## src/cpd_pkg.sv

```systemverilog
package cpd_pkg;

    // Core clock and the internal oscillator that times the off detect, dwell and retry intervals; the step low minimum is in core cycles.
    localparam int CLK_MHZ = 125;
    localparam int OSC_MHZ = 1;
    localparam int TICK_CYC = CLK_MHZ / OSC_MHZ;

    // Least low time of a step pulse, in ns, and its cycle count rounded up.
    localparam int STEP_LOW_MIN_NS = 500;
    localparam int STEP_LOW_MIN_CYC = (STEP_LOW_MIN_NS * CLK_MHZ + 999) / 1000;

    // Intervals in microseconds; one oscillator tick is one microsecond.
    localparam int OFF_DETECT_US = 500;
    localparam int MID_DWELL_US = 1000;
    localparam int RETRY_US = 130000;

    // Widths of the tick counters and of the brightness index.
    localparam int TCNT_W = 18;
    localparam int LVL_W = 4;

    // Brightness index: 0 is full current, the last index is the lowest step.
    localparam logic [3:0] LEVEL_FULL = 4'h0;
    localparam logic [3:0] LEVEL_LAST = 4'hA;

    // Pump gain states.
    typedef enum logic [1:0] {GAIN_1X, GAIN_15X, GAIN_2X} cpd_gain_t;

    // Brightness in percent for a given index.
    function automatic logic [6:0] cpd_pct(input logic [3:0] lvl);
        logic [6:0] pct;
        pct = 7'h05;
        if (lvl < LEVEL_LAST)
        begin
            // Widen the index first so the product cannot wrap at four bits.
            pct = 7'h64 - 7'(lvl) * 7'h0A;
        end
        return pct;
    endfunction

endpackage

```

## src/cpd_grp_if.sv

```systemverilog
`timescale 1ns/1ps
// State of one LED group as decoded from its control pin.
interface cpd_grp_if;
    logic tick; // One-cycle oscillator tick from the controller.
    logic en; // Group is enabled.
    logic [3:0] level; // Brightness index.
    logic off_evt; // One-cycle pulse when the group is switched off.

    modport dec (input tick, output en, output level, output off_evt);
    modport ctl (output tick, input en, input level, input off_evt);
endinterface

```

## src/cpd_ctrl.sv

```systemverilog
`timescale 1ns/1ps
module cpd_ctrl
    import cpd_pkg::*;
#(
    parameter int OFF_TICKS = OFF_DETECT_US * OSC_MHZ, // Off detect delay in ticks.
    parameter int DWELL_TICKS = MID_DWELL_US * OSC_MHZ, // 1.5x dwell before 2x, in ticks.
    parameter int RETRY_TICKS = RETRY_US * OSC_MHZ // Retry interval, in ticks.
)
(
    input wire logic clk, // Core clock, 125 MHz.
    input wire logic nrst, // Asynchronous reset, active low.
    input wire logic main_group_ctl, // Main group control pin.
    input wire logic sub_group_ctl, // Sub group control pin.
    input wire logic [5:0] led_sink_low, // Sink below the gain step threshold, one per sink.
    input wire logic pump_output_below_supply, // Pump output is below the supply input.
    output cpd_pkg::cpd_gain_t gain_q, // Selected pump gain.
    output logic pump_on_q, // Pump active; low in full shutdown.
    output logic [5:0] sink_en_q, // Sink enables.
    output logic [6:0] main_pct_q, // Main group brightness in percent.
    output logic [6:0] sub_pct_q // Sub group brightness in percent.
);
    import cpd_pkg::*;

    cpd_grp_if main_if (); // Decoded main group.
    cpd_grp_if sub_if (); // Decoded sub group.

    logic [6:0] tick_cnt_q; // Divider for the oscillator tick.
    logic tick_q; // One-cycle tick every microsecond.
    logic [5:0] low_s1_q; // First stage of the comparator synchroniser.
    logic [5:0] low_s2_q; // Synchronised comparator flags.
    logic below_s1_q; // First stage of the supply comparison synchroniser.
    logic below_s2_q; // Synchronised supply comparison.
    logic [TCNT_W-1:0] st_cnt_q; // Ticks spent in the present gain state.
    logic [5:0] grp_mask; // Sinks belonging to enabled groups.
    logic any_low; // An enabled sink is below threshold.
    logic awake; // At least one group is enabled.
    logic gain_chg; // Gain state changes at the next edge.
    cpd_gain_t gain_d; // Next gain state.

    assign main_if.tick = tick_q;
    assign sub_if.tick = tick_q;

    // One decoder per control pin.
    cpd_pulse_dec #(.OFF_TICKS(OFF_TICKS)) u_main_dec
    (
        .clk(clk),
        .nrst(nrst),
        .pin(main_group_ctl),
        .grp(main_if)
    );

    cpd_pulse_dec #(.OFF_TICKS(OFF_TICKS)) u_sub_dec
    (
        .clk(clk),
        .nrst(nrst),
        .pin(sub_group_ctl),
        .grp(sub_if)
    );

    // The core clock is divided down to stand in for the 1 MHz oscillator.
    always_ff @(posedge clk or negedge nrst)
    begin
        if (!nrst)
        begin
            tick_cnt_q <= '0;
            tick_q <= 1'b0;
        end
        else
        begin
            tick_q <= (tick_cnt_q == 7'(TICK_CYC - 1));
            tick_cnt_q <= (tick_cnt_q == 7'(TICK_CYC - 1)) ? '0 : tick_cnt_q + 1'b1;
        end
    end

    // Comparators are analog outputs, asynchronous to the core clock.
    always_ff @(posedge clk or negedge nrst)
    begin
        if (!nrst)
        begin
            low_s1_q <= '0;
            low_s2_q <= '0;
            below_s1_q <= 1'b0;
            below_s2_q <= 1'b0;
        end
        else
        begin
            low_s1_q <= led_sink_low;
            low_s2_q <= low_s1_q;
            below_s1_q <= pump_output_below_supply;
            below_s2_q <= below_s1_q;
        end
    end

    // Sinks of a disabled group do not ask for more gain.
    assign grp_mask = {sub_if.en, sub_if.en, {4{main_if.en}}};
    assign any_low = |(low_s2_q & grp_mask);
    assign awake = main_if.en | sub_if.en;

    // Next gain state.
    always_comb
    begin
        gain_d = gain_q;
        if (!awake)
        begin
            // Both groups off is a full shutdown; restart from unity.
            gain_d = GAIN_1X;
        end
        else
        begin
            unique case (gain_q)
                GAIN_1X:
                begin
                    if (any_low)
                    begin
                        gain_d = GAIN_15X;
                    end
                end
                GAIN_15X:
                begin
                    if (any_low && st_cnt_q >= TCNT_W'(DWELL_TICKS))
                    begin
                        gain_d = GAIN_2X;
                    end
                    else if (below_s2_q && st_cnt_q >= TCNT_W'(RETRY_TICKS))
                    begin
                        gain_d = GAIN_1X;
                    end
                end
                GAIN_2X:
                begin
                    // Periodic or disable-driven fallback; 2x returns after the dwell if needed.
                    if (st_cnt_q >= TCNT_W'(RETRY_TICKS) || main_if.off_evt || sub_if.off_evt)
                    begin
                        gain_d = GAIN_15X;
                    end
                end
            endcase
        end
    end

    assign gain_chg = (gain_d != gain_q);

    // Gain state register.
    always_ff @(posedge clk or negedge nrst)
    begin
        if (!nrst)
        begin
            gain_q <= GAIN_1X;
        end
        else
        begin
            gain_q <= gain_d;
        end
    end

    // Dwell and retry timer; it restarts on every change of gain.
    always_ff @(posedge clk or negedge nrst)
    begin
        if (!nrst)
        begin
            st_cnt_q <= '0;
        end
        else if (gain_chg)
        begin
            st_cnt_q <= '0;
        end
        else if (tick_q && st_cnt_q < TCNT_W'(RETRY_TICKS))
        begin
            st_cnt_q <= st_cnt_q + 1'b1;
        end
    end

    // Registered outputs; the percent values follow the decoded index.
    always_ff @(posedge clk or negedge nrst)
    begin
        if (!nrst)
        begin
            pump_on_q <= 1'b0;
            sink_en_q <= '0;
            main_pct_q <= '0;
            sub_pct_q <= '0;
        end
        else
        begin
            pump_on_q <= awake;
            sink_en_q <= grp_mask;
            main_pct_q <= main_if.en ? cpd_pct(main_if.level) : 7'h00;
            sub_pct_q <= sub_if.en ? cpd_pct(sub_if.level) : 7'h00;
        end
    end
endmodule // cpd_ctrl

```

## src/cpd_pulse_dec.sv

```systemverilog
`timescale 1ns/1ps
// Decodes one single-wire group control pin into enable and brightness.
module cpd_pulse_dec
    import cpd_pkg::*;
#(
    parameter int OFF_TICKS = OFF_DETECT_US * OSC_MHZ
)
(
    input wire logic clk, // Core clock.
    input wire logic nrst, // Asynchronous reset, active low.
    input wire logic pin, // Raw group control pin.
    cpd_grp_if.dec grp // Decoded group state.
);
    logic pin_s1_q; // First synchroniser stage.
    logic pin_s2_q; // Second synchroniser stage.
    logic pin_q; // Previous synchronised level.
    logic [TCNT_W-1:0] lo_ticks_q; // Ticks spent low since the last fall.
    logic [7:0] lo_cyc_q; // Cycles spent low, saturating at the step minimum.
    logic en_q; // Group enable.
    logic [3:0] level_q; // Brightness index.
    logic off_q; // Switch-off pulse.
    logic fall;
    logic rise;
    logic off_hit;

    assign fall = pin_q & ~pin_s2_q;
    assign rise = ~pin_q & pin_s2_q;
    assign off_hit = ~pin_s2_q & en_q & (lo_ticks_q == TCNT_W'(OFF_TICKS));
    assign grp.en = en_q;
    assign grp.level = level_q;
    assign grp.off_evt = off_q;

    // The pin is asynchronous, so two stages pass it before any logic reads it.
    always_ff @(posedge clk or negedge nrst)
    begin
        if (!nrst)
        begin
            pin_s1_q <= 1'b0;
            pin_s2_q <= 1'b0;
            pin_q <= 1'b0;
        end
        else
        begin
            pin_s1_q <= pin;
            pin_s2_q <= pin_s1_q;
            pin_q <= pin_s2_q;
        end
    end

    // Low time is measured in oscillator ticks and in core cycles for glitches.
    always_ff @(posedge clk or negedge nrst)
    begin
        if (!nrst)
        begin
            lo_ticks_q <= '0;
            lo_cyc_q <= '0;
        end
        else if (fall)
        begin
            lo_ticks_q <= '0;
            lo_cyc_q <= '0;
        end
        else if (!pin_s2_q)
        begin
            if (grp.tick && lo_ticks_q <= TCNT_W'(OFF_TICKS))
            begin
                lo_ticks_q <= lo_ticks_q + 1'b1;
            end
            if (lo_cyc_q < 8'(STEP_LOW_MIN_CYC))
            begin
                lo_cyc_q <= lo_cyc_q + 1'b1;
            end
        end
    end

    // Enable and brightness; a long low switches the group off and resets dimming.
    always_ff @(posedge clk or negedge nrst)
    begin
        if (!nrst)
        begin
            en_q <= 1'b0;
            level_q <= LEVEL_FULL;
            off_q <= 1'b0;
        end
        else
        begin
            off_q <= off_hit;
            if (off_hit)
            begin
                // A long low is a shutdown request, never a step.
                en_q <= 1'b0;
                level_q <= LEVEL_FULL;
            end
            else if (rise && !en_q)
            begin
                // First rise after an off period enables at full current.
                en_q <= 1'b1;
                level_q <= LEVEL_FULL;
            end
            else if (rise && lo_cyc_q >= 8'(STEP_LOW_MIN_CYC) && lo_ticks_q < TCNT_W'(OFF_TICKS))
            begin
                // Lows shorter than the step minimum are dropped as glitches.
                level_q <= (level_q == LEVEL_LAST) ? LEVEL_FULL : level_q + 1'b1;
            end
        end
    end
endmodule // cpd_pulse_dec
```

## config.mk

```make
export PLATFORM = sky130hd
export DESIGN_NAME = cpd_ctrl
export DESIGN_NICKNAME = d
export VERILOG_FILES = /design/src/cpd_pkg.sv /design/src/cpd_grp_if.sv /design/src/cpd_ctrl.sv /design/src/cpd_pulse_dec.sv
export SDC_FILE = /design/constraint.sdc
export NUM_CORES = 1
export LEC_CHECK = 0
export BUFFER_PORTS_ARGS = -buffer_cell sky130_fd_sc_hd__buf_4
export CAP_MARGIN = 20
export CORE_ASPECT_RATIO = 0.5
export CORE_MARGIN = 2
export CORE_UTILIZATION = 65
export CTS_BUF_LIST = sky130_fd_sc_hd__clkbuf_4 sky130_fd_sc_hd__clkbuf_8 sky130_fd_sc_hd__clkbuf_16
export CTS_CLUSTER_SIZE = 8
export DETAILED_ROUTE_END_ITERATION = 10
export PLACE_DENSITY = 0.84
export SKIP_CTS_REPAIR_TIMING = 1
export SLEW_MARGIN = 30
export SYNTH_ARGS = -nofsm -noshare
export SYNTH_HDL_FRONTEND = slang
export SYNTH_SLANG_ARGS = --single-unit
```

## constraint.sdc

```tcl
create_clock -name clk -period 3.7 [get_ports clk]
set_clock_uncertainty 0.1 [all_clocks]
set_input_delay 0 -clock clk [delete_from_list [all_inputs] [get_ports clk]]
set_output_delay 0 -clock clk [all_outputs]
set_load 0.01 [all_outputs]
```

# Word level (Yosys, flattened, before mapping)

Cells that the tools add are included.
W data, S select, Z words.

Add/sub/neg operators: 10
Multipliers: 2
Order comparisons: 13
Eq/ne operators: 10
Muxes and demuxes: 37
Bitwise operators: 14
Reductions and logical operators: 30

Operator list:

| cell                    | count |
|---|---|
| $mux W18                | 8 |
| $add A18 B1 Y18 const B | 3 |
| $mux W8                 | 6 |
| $eq A18 B9 Y1 const B   | 2 |
| $le A18 B9 Y1 const B   | 2 |
| $lt A18 B9 Y1 const B   | 2 |
| $mux W7                 | 5 |
| $mux W4                 | 8 |
| $ge A18 B10 Y1 const B  | 1 |
| $ge A18 B17 Y1 const B  | 1 |
| $lt A18 B17 Y1 const B  | 1 |
| $add A8 B1 Y8 const B   | 2 |
| $ge A8 B6 Y1 const B    | 2 |
| $lt A8 B6 Y1 const B    | 2 |
| $reduce_bool A2 Y1      | 7 |
| $sub A7 B7 Y7 const A   | 2 |
| $mul A4 B3 Y6 const B   | 2 |
| $logic_and A1 B1 Y1     | 11 |
| $mux W2                 | 5 |
| $add A4 B1 Y4 const B   | 2 |
| $and A1 B1 Y1           | 8 |
| $eq A4 B4 Y1 const B    | 2 |
| $lt A4 B4 Y1 const B    | 2 |
| $reduce_and A2 Y1       | 4 |
| other kinds (16)        | 26 |

Register bits after elaboration: 132
Input port bits: 11

# Longest topological paths before layout

Gate-level depths: netlist of run 1.

Depth in word-level cells: 8
Mapped depth: 10
Mapped depth without buffers: 8

# Cells and area by module

Synthesis of run 1 repeated with hierarchy kept, for this count alone.

Cells, all modules: 612
Area, all modules: 6253.5 um^2

Modules (own cells, without submodules):

| module        | instances | cells each | area an instance (um^2) | sequential area each (um^2) |
|---|---|---|---|---|
| cpd_pulse_dec | 2         | 172        | 1729.2                  | 875.8 |
| cpd_ctrl      | 1         | 268        | 2795.2                  | 1476.4 |

# Least setup slack after synthesis of run 1

OpenSTA, ideal clock, no wires.

Path type: reg-to-reg
Start point: register gain_q[1]
End point: register st_cnt_q[10]
Library setup time: 0.068 ns
Arrival time: 2.241 ns
Data required time: 3.532 ns
Path slack: 1.290 ns
Stages on the path, launching flop included: 11
Cell sequence: dfrtp_1 -> inv_1 -> ha_1 -> a21boi_0 -> a31oi_1 -> a31oi_4 -> o22ai_1 -> or4_1 -> buf_6 -> buf_12 -> nor2_4

Longest elaborated chain between the ends: 6
Elaborated cells between the ends (all ways): 12

Ends and longest elaborated chain:

| item                                           | line            | source |
|---|---|---|
| from (decl)                                    | cpd_ctrl.sv:16  | `output cpd_pkg::cpd_gain_t gain_q,` |
| from (signal assigned)                         | cpd_ctrl.sv:152 | `gain_q <= gain_d;` |
| $mux W2                                        | cpd_ctrl.sv:124 | `else if (below_s2_q && st_cnt_q >= TCNT_W'(RETRY_TICKS))` |
| $mux W2                                        | cpd_ctrl.sv:120 | `if (any_low && st_cnt_q >= TCNT_W'(DWELL_TICKS))` |
| $pmux W2 S3                                    | cpd_ctrl.sv:110 | `unique case (gain_q)` |
| $mux W2                                        | cpd_ctrl.sv:103 | `if (!awake)` |
| $ne A2 B2 Y1 (*)                               | cpd_ctrl.sv:141 | `assign gain_chg = (gain_d != gain_q);` |
| $mux W18 or $reduce_bool A2 Y1 (tied branches) | --              |  |
| to (signal assigned)                           | cpd_ctrl.sv:169 | `st_cnt_q <= st_cnt_q + 1'b1;` |
| to (decl)                                      | cpd_ctrl.sv:33  | `logic [TCNT_W-1:0] st_cnt_q;` |

Mark *: on every way between the ends. The rest lies on a longest branch, timed or not.
A chain may end at the register's enable or synchronous reset.

# Worst setup path in the final report of run 1

Start point: register gain_q[1]
End point: register st_cnt_q[0]

The elaborated chain is that of the path after synthesis.

==> impl_metrics.ini, run 1 <==
[sta]
slew_viol_final = 0
worst_pin_slew_ns = 0.834
rsz0062_at_grt = false
max_slew_margin = 0.441
fin_crit_ns = 2.97
max_freq_mhz = 337
totalNegativeSetupSlack_ns = 0
setup_viol = 0
timing.final.hold_violations = 0
fin_crit_sh = 0.802

[finish]
instances_no_fill = 749
antennaDiodeCount = 0
fin_nets = 659
syn_to_final_growth_pct = 16.6
final_layout_size_suffix_gt1_frac = 0.136

[global_routing]
first_pass_grt_wire_length_microns = 19200
antenna_found_initial = 0
first_global_vias = 4264
groute.usage.overall = 0.245
grt_max_degree = 58
grt_remaining_overflow = 0

[setup_path]
worstPathMaxFanout = 18
critical-path-slowest-cell = sky130_fd_sc_hd__or4_2
worst_ep_arrival_time_ns = 3.19
worstPathRequired_ns = 3.92
worstReg2RegStart = gain_q[1]
reg2reg_setup_slack_ns = 0.73
r2r_end = st_cnt_q[0]
timing.critical_path.cells = inv_1 > ha_1 > a21boi_0 > a31oi_1 > a31oi_4 > o22ai_1 > or4_2 > nor2_1
critPathMaxStageDelay_ns = 0.98
setup.worst_path.end_class = flop
ff2ff_path_depth = 8
start_kind = flop
path_class = reg2reg

[run_status]
status = finished, final reports clean

[clock_tree]
clk_pin_slew_worst_paths_ns = 0.05
clkLatencyLatePin_ns = 0.40
clk_root_buffer_cell = sky130_fd_sc_hd__clkbuf_16
number_of_clock_sinks_seen_by_cts = 129
tritoncts = yes
ctsHtreeMaxLevel = 4
tritoncts.num_buffers = 17
cts_max_path_buffers = 2

[floorplan]
starting_density_of_the_core = 0.677
ioPinCount = 34
die_area_sq_um = 10000
row_count = 24
dieWidth_microns = 140
core_area_sq_um = 8830
dieHeight_microns = 71.8

[route]
viasPerCell = 5.60
routed_wl_microns = 11200
drt_first_pass_iters = 4
detail-route-antenna-nets = 0
drtIter0Drc = 242
dr_total_vias = 4193
count_of_unresolved_drc_violations_after_routing = 0
routedWlPerCell_microns = 15.0

[synthesis]
compound_cell_area_share_of_the_yosys_netlist = 0.0697
synthDominantCellAreaShare = 0.540
synth.mux.area_fraction = 0.0100
count_of_flip_flops_with_a_built_in_enable_after_synthesis = 0
syn-instance-count = 568
netlist-cell-type-count = 52
syn_area_per_cell_sq_um = 10.5
synth_xor_xnor_area_share = 0.0747
synth-main-ff-cell = sky130_fd_sc_hd__dfrtp_1
synth-simple-area-share = 0.215
synth.net_count = 605
synth_async_sr_flop_share = 1.00
netlist_area_sq_um = 5980
ys_ff_latch = 129
synth_warnings = 0
synth_adder_area_share = 0.0569
dominant_combinational_cell_family_by_area_after_synthesis = simple AND/OR/NAND/NOR gates
post_synth_main_area_contributors = sky130_fd_sc_hd__dfrtp_1 (54%), sky130_fd_sc_hd__nor2_1 (5.6%), sky130_fd_sc_hd__ha_1 (5.0%)
synth_sequential_area_ratio = 0.540
cell_type_with_the_largest_total_area_after_synthesis = sky130_fd_sc_hd__dfrtp_1

[placement]
io_buffers = 33
routabilityCongestion = 0.916
placed_cells_incl_taps = 710
dp_hpwl_microns = 7260

[power]
power_per_cell_area_nw_per_um2 = 476
leakagePower_nw = 3.27
peakVddDrop_uv = 381

[run]
max_cap_violations = 0

[worst_hold_path]
min_delay_worst_type = in2async
critical path, delay by kind of cell (launching register included):
family / cells / cell delay [ns]
AOI/OAI and AO/OA: 4 / 0.80
adders and majority gates: 1 / 0.22
buffers and inverters: 1 / 0.13
DFF: 1 / 0.44
and+or+nand+nor: 2 / 1.19
final cells by class:
class | count | area, sq um
Sequential cell | 129 | 3230
Multi-Input combinational cell | 398 | 2550
Fill cell | 534 | 1850
Clock buffer | 24 | 503
Timing Repair Buffer | 48 | 385
Tap cell | 117 | 146
Inverter | 28 | 105
Clock inverter | 5 | 55.1
power by group:
part           switching, mW  leakage (nW)  internal (mW)
clock                  0.550         0.274           1.00
sequential            0.0320          1.68           1.44
combinational          0.200          1.32         0.0890
total                  0.782          3.27           2.54
how the worst max path moves through the flow:
stage               from  slack [ns]            to  depth (start not counted)
6_report       gain_q[1]        0.73   st_cnt_q[0]                          8
5_1_grt        gain_q[1]        0.58   st_cnt_q[6]                          8
4_1_cts        gain_q[1]        0.74   st_cnt_q[2]                          8
3_5_place_dp   gain_q[1]        0.74   st_cnt_q[2]                          8
3_3_place_gp   gain_q[1]        0.93   st_cnt_q[6]                          8
2_1_floorplan  gain_q[1]        1.29  st_cnt_q[10]                         10
cells by family (layout without fill, tap and decap cells):
group                      Yosys count  in the layout
muxes                                6              6
AOI/OAI and AO/OA                   64             64
buffers and inverters               41            105
and+or+nand+nor                    251            251
xor gates and xnor gates            51             51
DFF                                129            129
adders and majority gates           26             26
metal layers:
layer  vias to the layer above  wire length, microns  global-route usage
li1                       2029                     -                   -
met5                         -                     0                   0
met3                        22                   399              0.0648
met4                         0                   227               0.108
met1                      2051                  5120               0.313
met2                        91                  5470               0.404
placed cells by master, fill, tap and decap left out, types with 6 or more instances in the layout:
cell type | Yosys | final
sky130_fd_sc_hd__dfrtp_1 | 129 | 129
sky130_fd_sc_hd__nor2_1 | 89 | 89
sky130_fd_sc_hd__nand2_1 | 39 | 39
sky130_fd_sc_hd__buf_4 | 4 | 38
sky130_fd_sc_hd__xor2_1 | 29 | 29
sky130_fd_sc_hd__inv_1 | 27 | 27
sky130_fd_sc_hd__nor2b_1 | 24 | 24
sky130_fd_sc_hd__ha_1 | 24 | 24
sky130_fd_sc_hd__xnor2_1 | 22 | 22
sky130_fd_sc_hd__a21oi_1 | 20 | 20
sky130_fd_sc_hd__nand3_1 | 18 | 18
sky130_fd_sc_hd__clkbuf_16 | 0 | 17
sky130_fd_sc_hd__o21ai_0 | 16 | 16
sky130_fd_sc_hd__nand4_1 | 15 | 15
sky130_fd_sc_hd__nor3_1 | 11 | 11
sky130_fd_sc_hd__nor4_1 | 10 | 10
sky130_fd_sc_hd__nand2b_1 | 10 | 10
sky130_fd_sc_hd__dlygate4sd3_1 | 0 | 10
sky130_fd_sc_hd__and3_1 | 9 | 9
sky130_fd_sc_hd__nor2_4 | 8 | 8
sky130_fd_sc_hd__mux2i_1 | 6 | 6
sequential cells by signal, summed over array words and instances, names as in the netlist, 4 cells and up:
signal                 count
u_main_dec.lo_cyc_q        8
u_main_dec.lo_ticks_q     18
u_sub_dec.lo_ticks_q      18
sub_pct_q                  7
main_pct_q                 7
u_sub_dec.lo_cyc_q         8
u_sub_dec.grp.level        4
u_main_dec.grp.level       4
tick_cnt_q                 7
low_s2_q                   6
low_s1_q                   6
st_cnt_q                  18
synth_stat cells (2+ instances only):
cell and number:
sky130_fd_sc_hd__and3_1 9, sky130_fd_sc_hd__nand2_1 39, sky130_fd_sc_hd__nand2b_1 10, sky130_fd_sc_hd__nor3_1 11
sky130_fd_sc_hd__a311o_1 2, sky130_fd_sc_hd__nand4_1 15, sky130_fd_sc_hd__o21a_1 2, sky130_fd_sc_hd__a41oi_1 3
sky130_fd_sc_hd__xnor2_1 22, sky130_fd_sc_hd__ha_1 24, sky130_fd_sc_hd__or4_1 2, sky130_fd_sc_hd__nor2_1 89
sky130_fd_sc_hd__a21oi_1 20, sky130_fd_sc_hd__buf_6 2, sky130_fd_sc_hd__a31oi_1 4, sky130_fd_sc_hd__mux2i_1 6
sky130_fd_sc_hd__clkbuf_1 5, sky130_fd_sc_hd__o21ai_0 16, sky130_fd_sc_hd__nand4b_1 3, sky130_fd_sc_hd__inv_1 27
sky130_fd_sc_hd__buf_4 4, sky130_fd_sc_hd__a211oi_1 3, sky130_fd_sc_hd__or3_1 3, sky130_fd_sc_hd__o21bai_1 3
sky130_fd_sc_hd__xor2_1 29, sky130_fd_sc_hd__nor2_2 2, sky130_fd_sc_hd__nand3_1 18, sky130_fd_sc_hd__nand3b_1 2
sky130_fd_sc_hd__nor2_4 8, sky130_fd_sc_hd__nor3b_1 2, sky130_fd_sc_hd__dfrtp_1 129, sky130_fd_sc_hd__nor4_1 10
sky130_fd_sc_hd__nor2b_1 24, sky130_fd_sc_hd__fa_1 2
through the flow:
step | utilization | instance area [sq um] | hold WS (ns) | total power, mW | worst slack (ns)
after floorplan | - | 5980 | -0.396 | 1.73 | 1.29
after global placement | 0.715 | 6320 | -0.0257 | 1.76 | 0.930
after detailed placement | 0.716 | 6320 | -0.0213 | 1.78 | 0.744
after CTS | 0.779 | 6880 | -0.444 | 3.33 | 0.738
after global routing | 0.790 | 6980 | 0.136 | 3.45 | 0.582
final | 0.790 | 6980 | 0.0830 | 3.32 | 0.733
No activity file was read; power rests on OpenSTA's default activity.
==> inputs of run 2 (changes only) <==
--- a/config.mk
+++ b/config.mk
@@ -9,11 +9,11 @@
 export CAP_MARGIN = 20
 export CORE_ASPECT_RATIO = 0.5
 export CORE_MARGIN = 2
-export CORE_UTILIZATION = 65
+export CORE_UTILIZATION = 55
 export CTS_BUF_LIST = sky130_fd_sc_hd__clkbuf_4 sky130_fd_sc_hd__clkbuf_8 sky130_fd_sc_hd__clkbuf_16
 export CTS_CLUSTER_SIZE = 8
 export DETAILED_ROUTE_END_ITERATION = 10
-export PLACE_DENSITY = 0.84
+export PLACE_DENSITY = 0.76
 export SKIP_CTS_REPAIR_TIMING = 1
 export SLEW_MARGIN = 30
 export SYNTH_ARGS = -nofsm -noshare
==> constraint.sdc (replaced) <==
create_clock -name clk -period 2.5 [get_ports clk]
set_clock_uncertainty 0.1 [all_clocks]
set_input_delay 0 -clock clk [delete_from_list [all_inputs] [get_ports clk]]
set_output_delay 0 -clock clk [all_outputs]
set_load 0.01 [all_outputs]
==> impl_metrics.ini, run 2 (synthesis gave the netlist of run 1 again) <==
[finish]
multi_input_area_sq_um = 2570
syn_to_final_growth_pct = 18.6
final_layout_size_suffix_gt1_frac = 0.151
finalCoreUtilization = 0.683
final-seq-area_sq_um = 3230
antennaDiodeCount = 0
top_regs = st_cnt_q (18), u_main_dec.lo_ticks_q (18), u_sub_dec.lo_ticks_q (18)
layout.cells.most_common = sky130_fd_sc_hd__dfrtp_1
layout_common_cells = sky130_fd_sc_hd__dfrtp_1 (129), sky130_fd_sc_hd__nor2_1 (89), sky130_fd_sc_hd__buf_4 (44)
nFillCells = 742
fin_nets = 666
final_area_sq_um = 7090

[setup_path]
cell_depth_of_the_worst_setup_path = 7
worst_ep_arrival_time_ns = 2.62
reg2reg_setup_slack_ns = 0.12
worstReg2RegStart = u_sub_dec.grp.en
r2r_end = st_cnt_q[4]
worst_path_most_repeated_cell = sky130_fd_sc_hd__nor2_1
worstPathRequired_ns = 2.74
path_class = reg2reg
critPathCapture = st_cnt_q[4]
cp_num_buf_inv = 2
critical-path-slowest-cell = sky130_fd_sc_hd__dfrtp_1
path_delay_family = simple AND/OR/NAND/NOR gates
timing.critical_path.cells = nor2_1 > inv_1 > a21oi_1 > o22ai_1 > or4_1 > buf_4 > nor2_1
critPathMaxStageDelay_ns = 0.47
ff2ff_path_depth = 7
worstPathMaxFanout = 18
crit_path_start = u_sub_dec.grp.en
start_kind = flop
setup.worst_path.end_class = flop

[clock_tree]
number_of_clock_sinks_seen_by_cts = 129
ctsHtreeMaxLevel = 4
clk_pin_slew_worst_paths_ns = 0.06
clk_root_buffer_cell = sky130_fd_sc_hd__clkbuf_16
tritoncts = yes
tritoncts.num_buffers = 17
clkLatencyLatePin_ns = 0.41
cts_max_path_buffers = 2

[route]
routedWlPerCell_microns = 13.9
drt_first_pass_iters = 5
dr_total_vias = 4209
viasPerCell = 5.39
drtIter0Drc = 233
routed_wl_microns = 10900
count_of_unresolved_drc_violations_after_routing = 0
detail-route-antenna-nets = 0

[global_routing]
grt_max_degree = 58
first_pass_grt_wire_length_microns = 18400
first_global_vias = 4018
grt_remaining_overflow = 0
groute.usage.overall = 0.200
antenna_found_initial = 0

[run]
max_cap_violations = 0

[floorplan]
dieWidth_microns = 151
ioPinCount = 34
row_count = 26
dieHeight_microns = 77.7
starting_density_of_the_core = 0.576
core_area_sq_um = 10400
die_area_sq_um = 11800

[power]
peakVddDrop_uv = 450
power.combinational.fraction = 0.090
cell_internal_pwr_mw = 3.74
power.share.clock = 0.471
switchingPower_mw = 1.23
power.sequential.fraction = 0.439
power_per_cell_area_nw_per_um2 = 701
switching_share = 0.247
leakagePower_nw = 3.31

[sta]
fin_crit_sh = 0.953
totalNegativeSetupSlack_ns = 0
worst_pin_slew_ns = 0.718
slew_viol_final = 0
max_slew_margin = 0.521
max_freq_mhz = 420
timing.final.hold_violations = 0
fin_crit_ns = 2.38
rsz0062_at_grt = false
setup_viol = 0

[placement]
io_buffers = 33
routabilityCongestion = 0.891
placed_area_sq_um = 6410
dp_hpwl_microns = 7240

[worst_hold_path]
min_delay_worst_type = in2async

[run_status]
status = finished, final reports clean
[run 2: cell count changes in the layout (fill, tap and decap cells not counted), sizes merged]
cell | previous run | this run
buf | 38 | 45
bufinv | 1 | 2
clkbuf | 24 | 17
clkinv | 2 | 7
clkinvlp | 2 | 4
inv | 28 | 29
[run 2: power groups by stage]
stage / sequential, mW / combinational, mW / clock [mW]
global route: 2.19 / 0.497 / 2.49
CTS: 2.18 / 0.436 / 2.38
floorplan: 2.21 / 0.350 / 0
detailed placement: 2.22 / 0.428 / 0
finish: 2.18 / 0.447 / 2.34
global placement: 2.21 / 0.414 / 0
[run 2: routing by layer]
| metal | part of all wire | global-route usage | up-vias |
|---|---|---|---|
| met5 | 0 | 0 | - |
| met4 | 0.013 | 0.0645 | 0 |
| met3 | 0.045 | 0.0618 | 17 |
| met2 | 0.46 | 0.305 | 92 |
| met1 | 0.48 | 0.274 | 2052 |
| li1 | - | - | 2048 |
[run 2: final cells by class]
type	instances	area share
timing repair buffer	55	0.0635
clock buffer	17	0.0600
clock inverter	14	0.0199
tap	140	0.0247
sequential	129	0.455
multi-input combinational	398	0.362
inverter	28	0.0148
[run 2: how the worst min path moves through the flow]
stage,slack [ns],to,depth (start not counted)
after floorplan,-0.40,below_s1_q,0
after global placement,0.003,tick_cnt_q[2],1
after detailed placement,0.005,tick_cnt_q[2],1
after CTS,-0.43,u_sub_dec.pin_s2_q,1
after global routing,0.13,u_sub_dec.pin_s1_q,2
final,0.09,tick_cnt_q[2],2
[run 2: stage by stage]
| step | instances | worst slack (ns) | hold WS (ns) | power (mW) |
|---|---|---|---|---|
| floorplan | 568 | 0.0904 | -0.396 | 2.56 |
| global placement | 740 | 0.185 | 0.00336 | 2.63 |
| detailed placement | 740 | 0.0420 | 0.00528 | 2.65 |
| CTS | 771 | 0.0270 | -0.432 | 5.00 |
| global route | 781 | 0.0220 | 0.129 | 5.17 |
| finish | 781 | 0.118 | 0.0889 | 4.97 |
[run 2: worst reg2reg max path, stage by stage (launching register included)]
cell and delay [ns]:
sky130_fd_sc_hd__dfrtp_1 0.47, sky130_fd_sc_hd__nor2_1 0.41, sky130_fd_sc_hd__inv_1 0.16, sky130_fd_sc_hd__a21oi_1 0.20, sky130_fd_sc_hd__o22ai_1 0.10, sky130_fd_sc_hd__or4_1 0.47
sky130_fd_sc_hd__buf_4 0.25, sky130_fd_sc_hd__nor2_1 0.15
==> inputs of run 3 (changes only) <==
--- a/config.mk
+++ b/config.mk
@@ -7,8 +7,6 @@
 export LEC_CHECK = 0
 export BUFFER_PORTS_ARGS = -buffer_cell sky130_fd_sc_hd__buf_4
 export CAP_MARGIN = 20
-export CORE_ASPECT_RATIO = 0.5
-export CORE_MARGIN = 2
 export CORE_UTILIZATION = 55
 export CTS_BUF_LIST = sky130_fd_sc_hd__clkbuf_4 sky130_fd_sc_hd__clkbuf_8 sky130_fd_sc_hd__clkbuf_16
 export CTS_CLUSTER_SIZE = 8
==> impl_metrics.ini, run 3 (synthesis gave the netlist of run 1 again) <==
[run_status]
status = finished, final reports clean

[finish]
final_layout_size_suffix_gt1_frac = 0.151
instances_no_fill = 779
final_area_sq_um = 7090
top_regs = st_cnt_q (18), u_main_dec.lo_ticks_q (18), u_sub_dec.lo_ticks_q (18)
layout.cells.most_common = sky130_fd_sc_hd__dfrtp_1
syn_to_final_growth_pct = 18.6
fin_nets = 667
layout_common_cells = sky130_fd_sc_hd__dfrtp_1 (129), sky130_fd_sc_hd__nor2_1 (88), sky130_fd_sc_hd__buf_4 (42)
finalCoreUtilization = 0.681
antennaDiodeCount = 0

[sta]
final_critical_path_setup_slack_ns = 0.144
timing.final.hold_violations = 0
worst_hold_slack_ns = 0.0263
worst_pin_slew_ns = 0.736
setup_viol = 0
fin_crit_ns = 2.36
max_slew_margin = 0.505
fin_crit_sh = 0.942
slew_viol_final = 0
max_freq_mhz = 424
totalNegativeSetupSlack_ns = 0
rsz0062_at_grt = false

[placement]
routabilityCongestion = 0.799
placed_area_sq_um = 6400
preCtsSetupSlack_ns = 0.0667
io_buffers = 33
placed_cells_incl_taps = 735
dp_hpwl_microns = 7450

[floorplan]
row_count = 37
core_area_sq_um = 10400
starting_density_of_the_core = 0.574
dieHeight_microns = 106
die_area_sq_um = 11300
dieWidth_microns = 106
ioPinCount = 34

[setup_path]
r2r_end = u_main_dec.lo_ticks_q[3]
start_kind = flop
ff2ff_path_depth = 6
worstPathRequired_ns = 2.80
worstReg2RegStart = u_main_dec.lo_ticks_q[9]
worst_ep_arrival_time_ns = 2.66
crit_path_start = u_main_dec.lo_ticks_q[9]
worstPathMaxFanout = 6
setup.worst_path.end_class = flop
critPathCapture = u_main_dec.lo_ticks_q[3]
reg2reg_setup_slack_ns = 0.14
path_class = reg2reg

[power]
fin_total_pwr_mw = 4.90
peakVddDrop_uv = 550
leakagePower_nw = 3.30
power_per_cell_area_nw_per_um2 = 691

[route]
routed_wl_microns = 11000
viasPerCell = 5.39
detail-route-antenna-nets = 0
routedWlPerCell_microns = 14.2
drtIter0Drc = 232
dr_total_vias = 4198
drt_first_pass_iters = 4
count_of_unresolved_drc_violations_after_routing = 0

[global_routing]
first_pass_grt_wire_length_microns = 18700
groute.usage.overall = 0.214
grt_max_degree = 62
antenna_found_initial = 0
grt_remaining_overflow = 0
first_global_vias = 4091

[run]
max_cap_violations = 0

[clock_tree]
tritoncts = yes
number_of_clock_sinks_seen_by_cts = 129
clkLatencyLatePin_ns = 0.52
tritoncts.num_buffers = 17
clk_root_buffer_cell = sky130_fd_sc_hd__clkbuf_8
cts_max_path_buffers = 2
clk_pin_slew_worst_paths_ns = 0.06
ctsHtreeMaxLevel = 4

[worst_hold_path]
min_delay_worst_type = in2reg
[run 3: area by class of cell]
type	instances	area, sq um
Clock buffer	19	442
Clock inverter	13	114
Fill cell	784	3320
Inverter	28	105
Multi-Input combinational cell	398	2560
Sequential cell	129	3230
Tap cell	136	170
Timing Repair Buffer	56	477
[run 3: worst min-delay path by stage]
stage / start / to / slack, ns / depth (start not counted)
after global routing: led_sink_low[2] / low_s1_q[2] / 0.01 / 2
after global placement: nrst / u_main_dec.lo_cyc_q[6] / -0.15 / 1
after floorplan: nrst / below_s1_q / -0.40 / 0
final: sub_group_ctl / u_sub_dec.pin_s1_q / 0.03 / 2
after detailed placement: nrst / u_main_dec.lo_cyc_q[7] / -0.14 / 1
after CTS: nrst / u_main_dec.lo_cyc_q[3] / -0.70 / 1
[run 3: metal layers]
metal  share of wire  routed length (microns)  GRT usage
met3           0.036                      401     0.0564
met1            0.45                     4970      0.272
met2            0.50                     5470      0.348
met4           0.019                      205     0.0893
met5               0                        0          0
[run 3: critical path, stage by stage (launching register included)]
cell	delay, ns
sky130_fd_sc_hd__dfrtp_1	0.44
sky130_fd_sc_hd__nor4_1	0.38
sky130_fd_sc_hd__nand3_1	0.21
sky130_fd_sc_hd__nor4_1	0.66
sky130_fd_sc_hd__nand4_1	0.21
sky130_fd_sc_hd__xnor2_1	0.19
sky130_fd_sc_hd__nor2_1	0.06
[run 3: report_power, final]
part	switching (mW)	leakage [nW]	total [mW]	internal, mW
clock network	0.901	0.250	2.26	1.36
logic	0.294	1.37	0.454	0.160
registers	0.0457	1.68	2.18	2.14
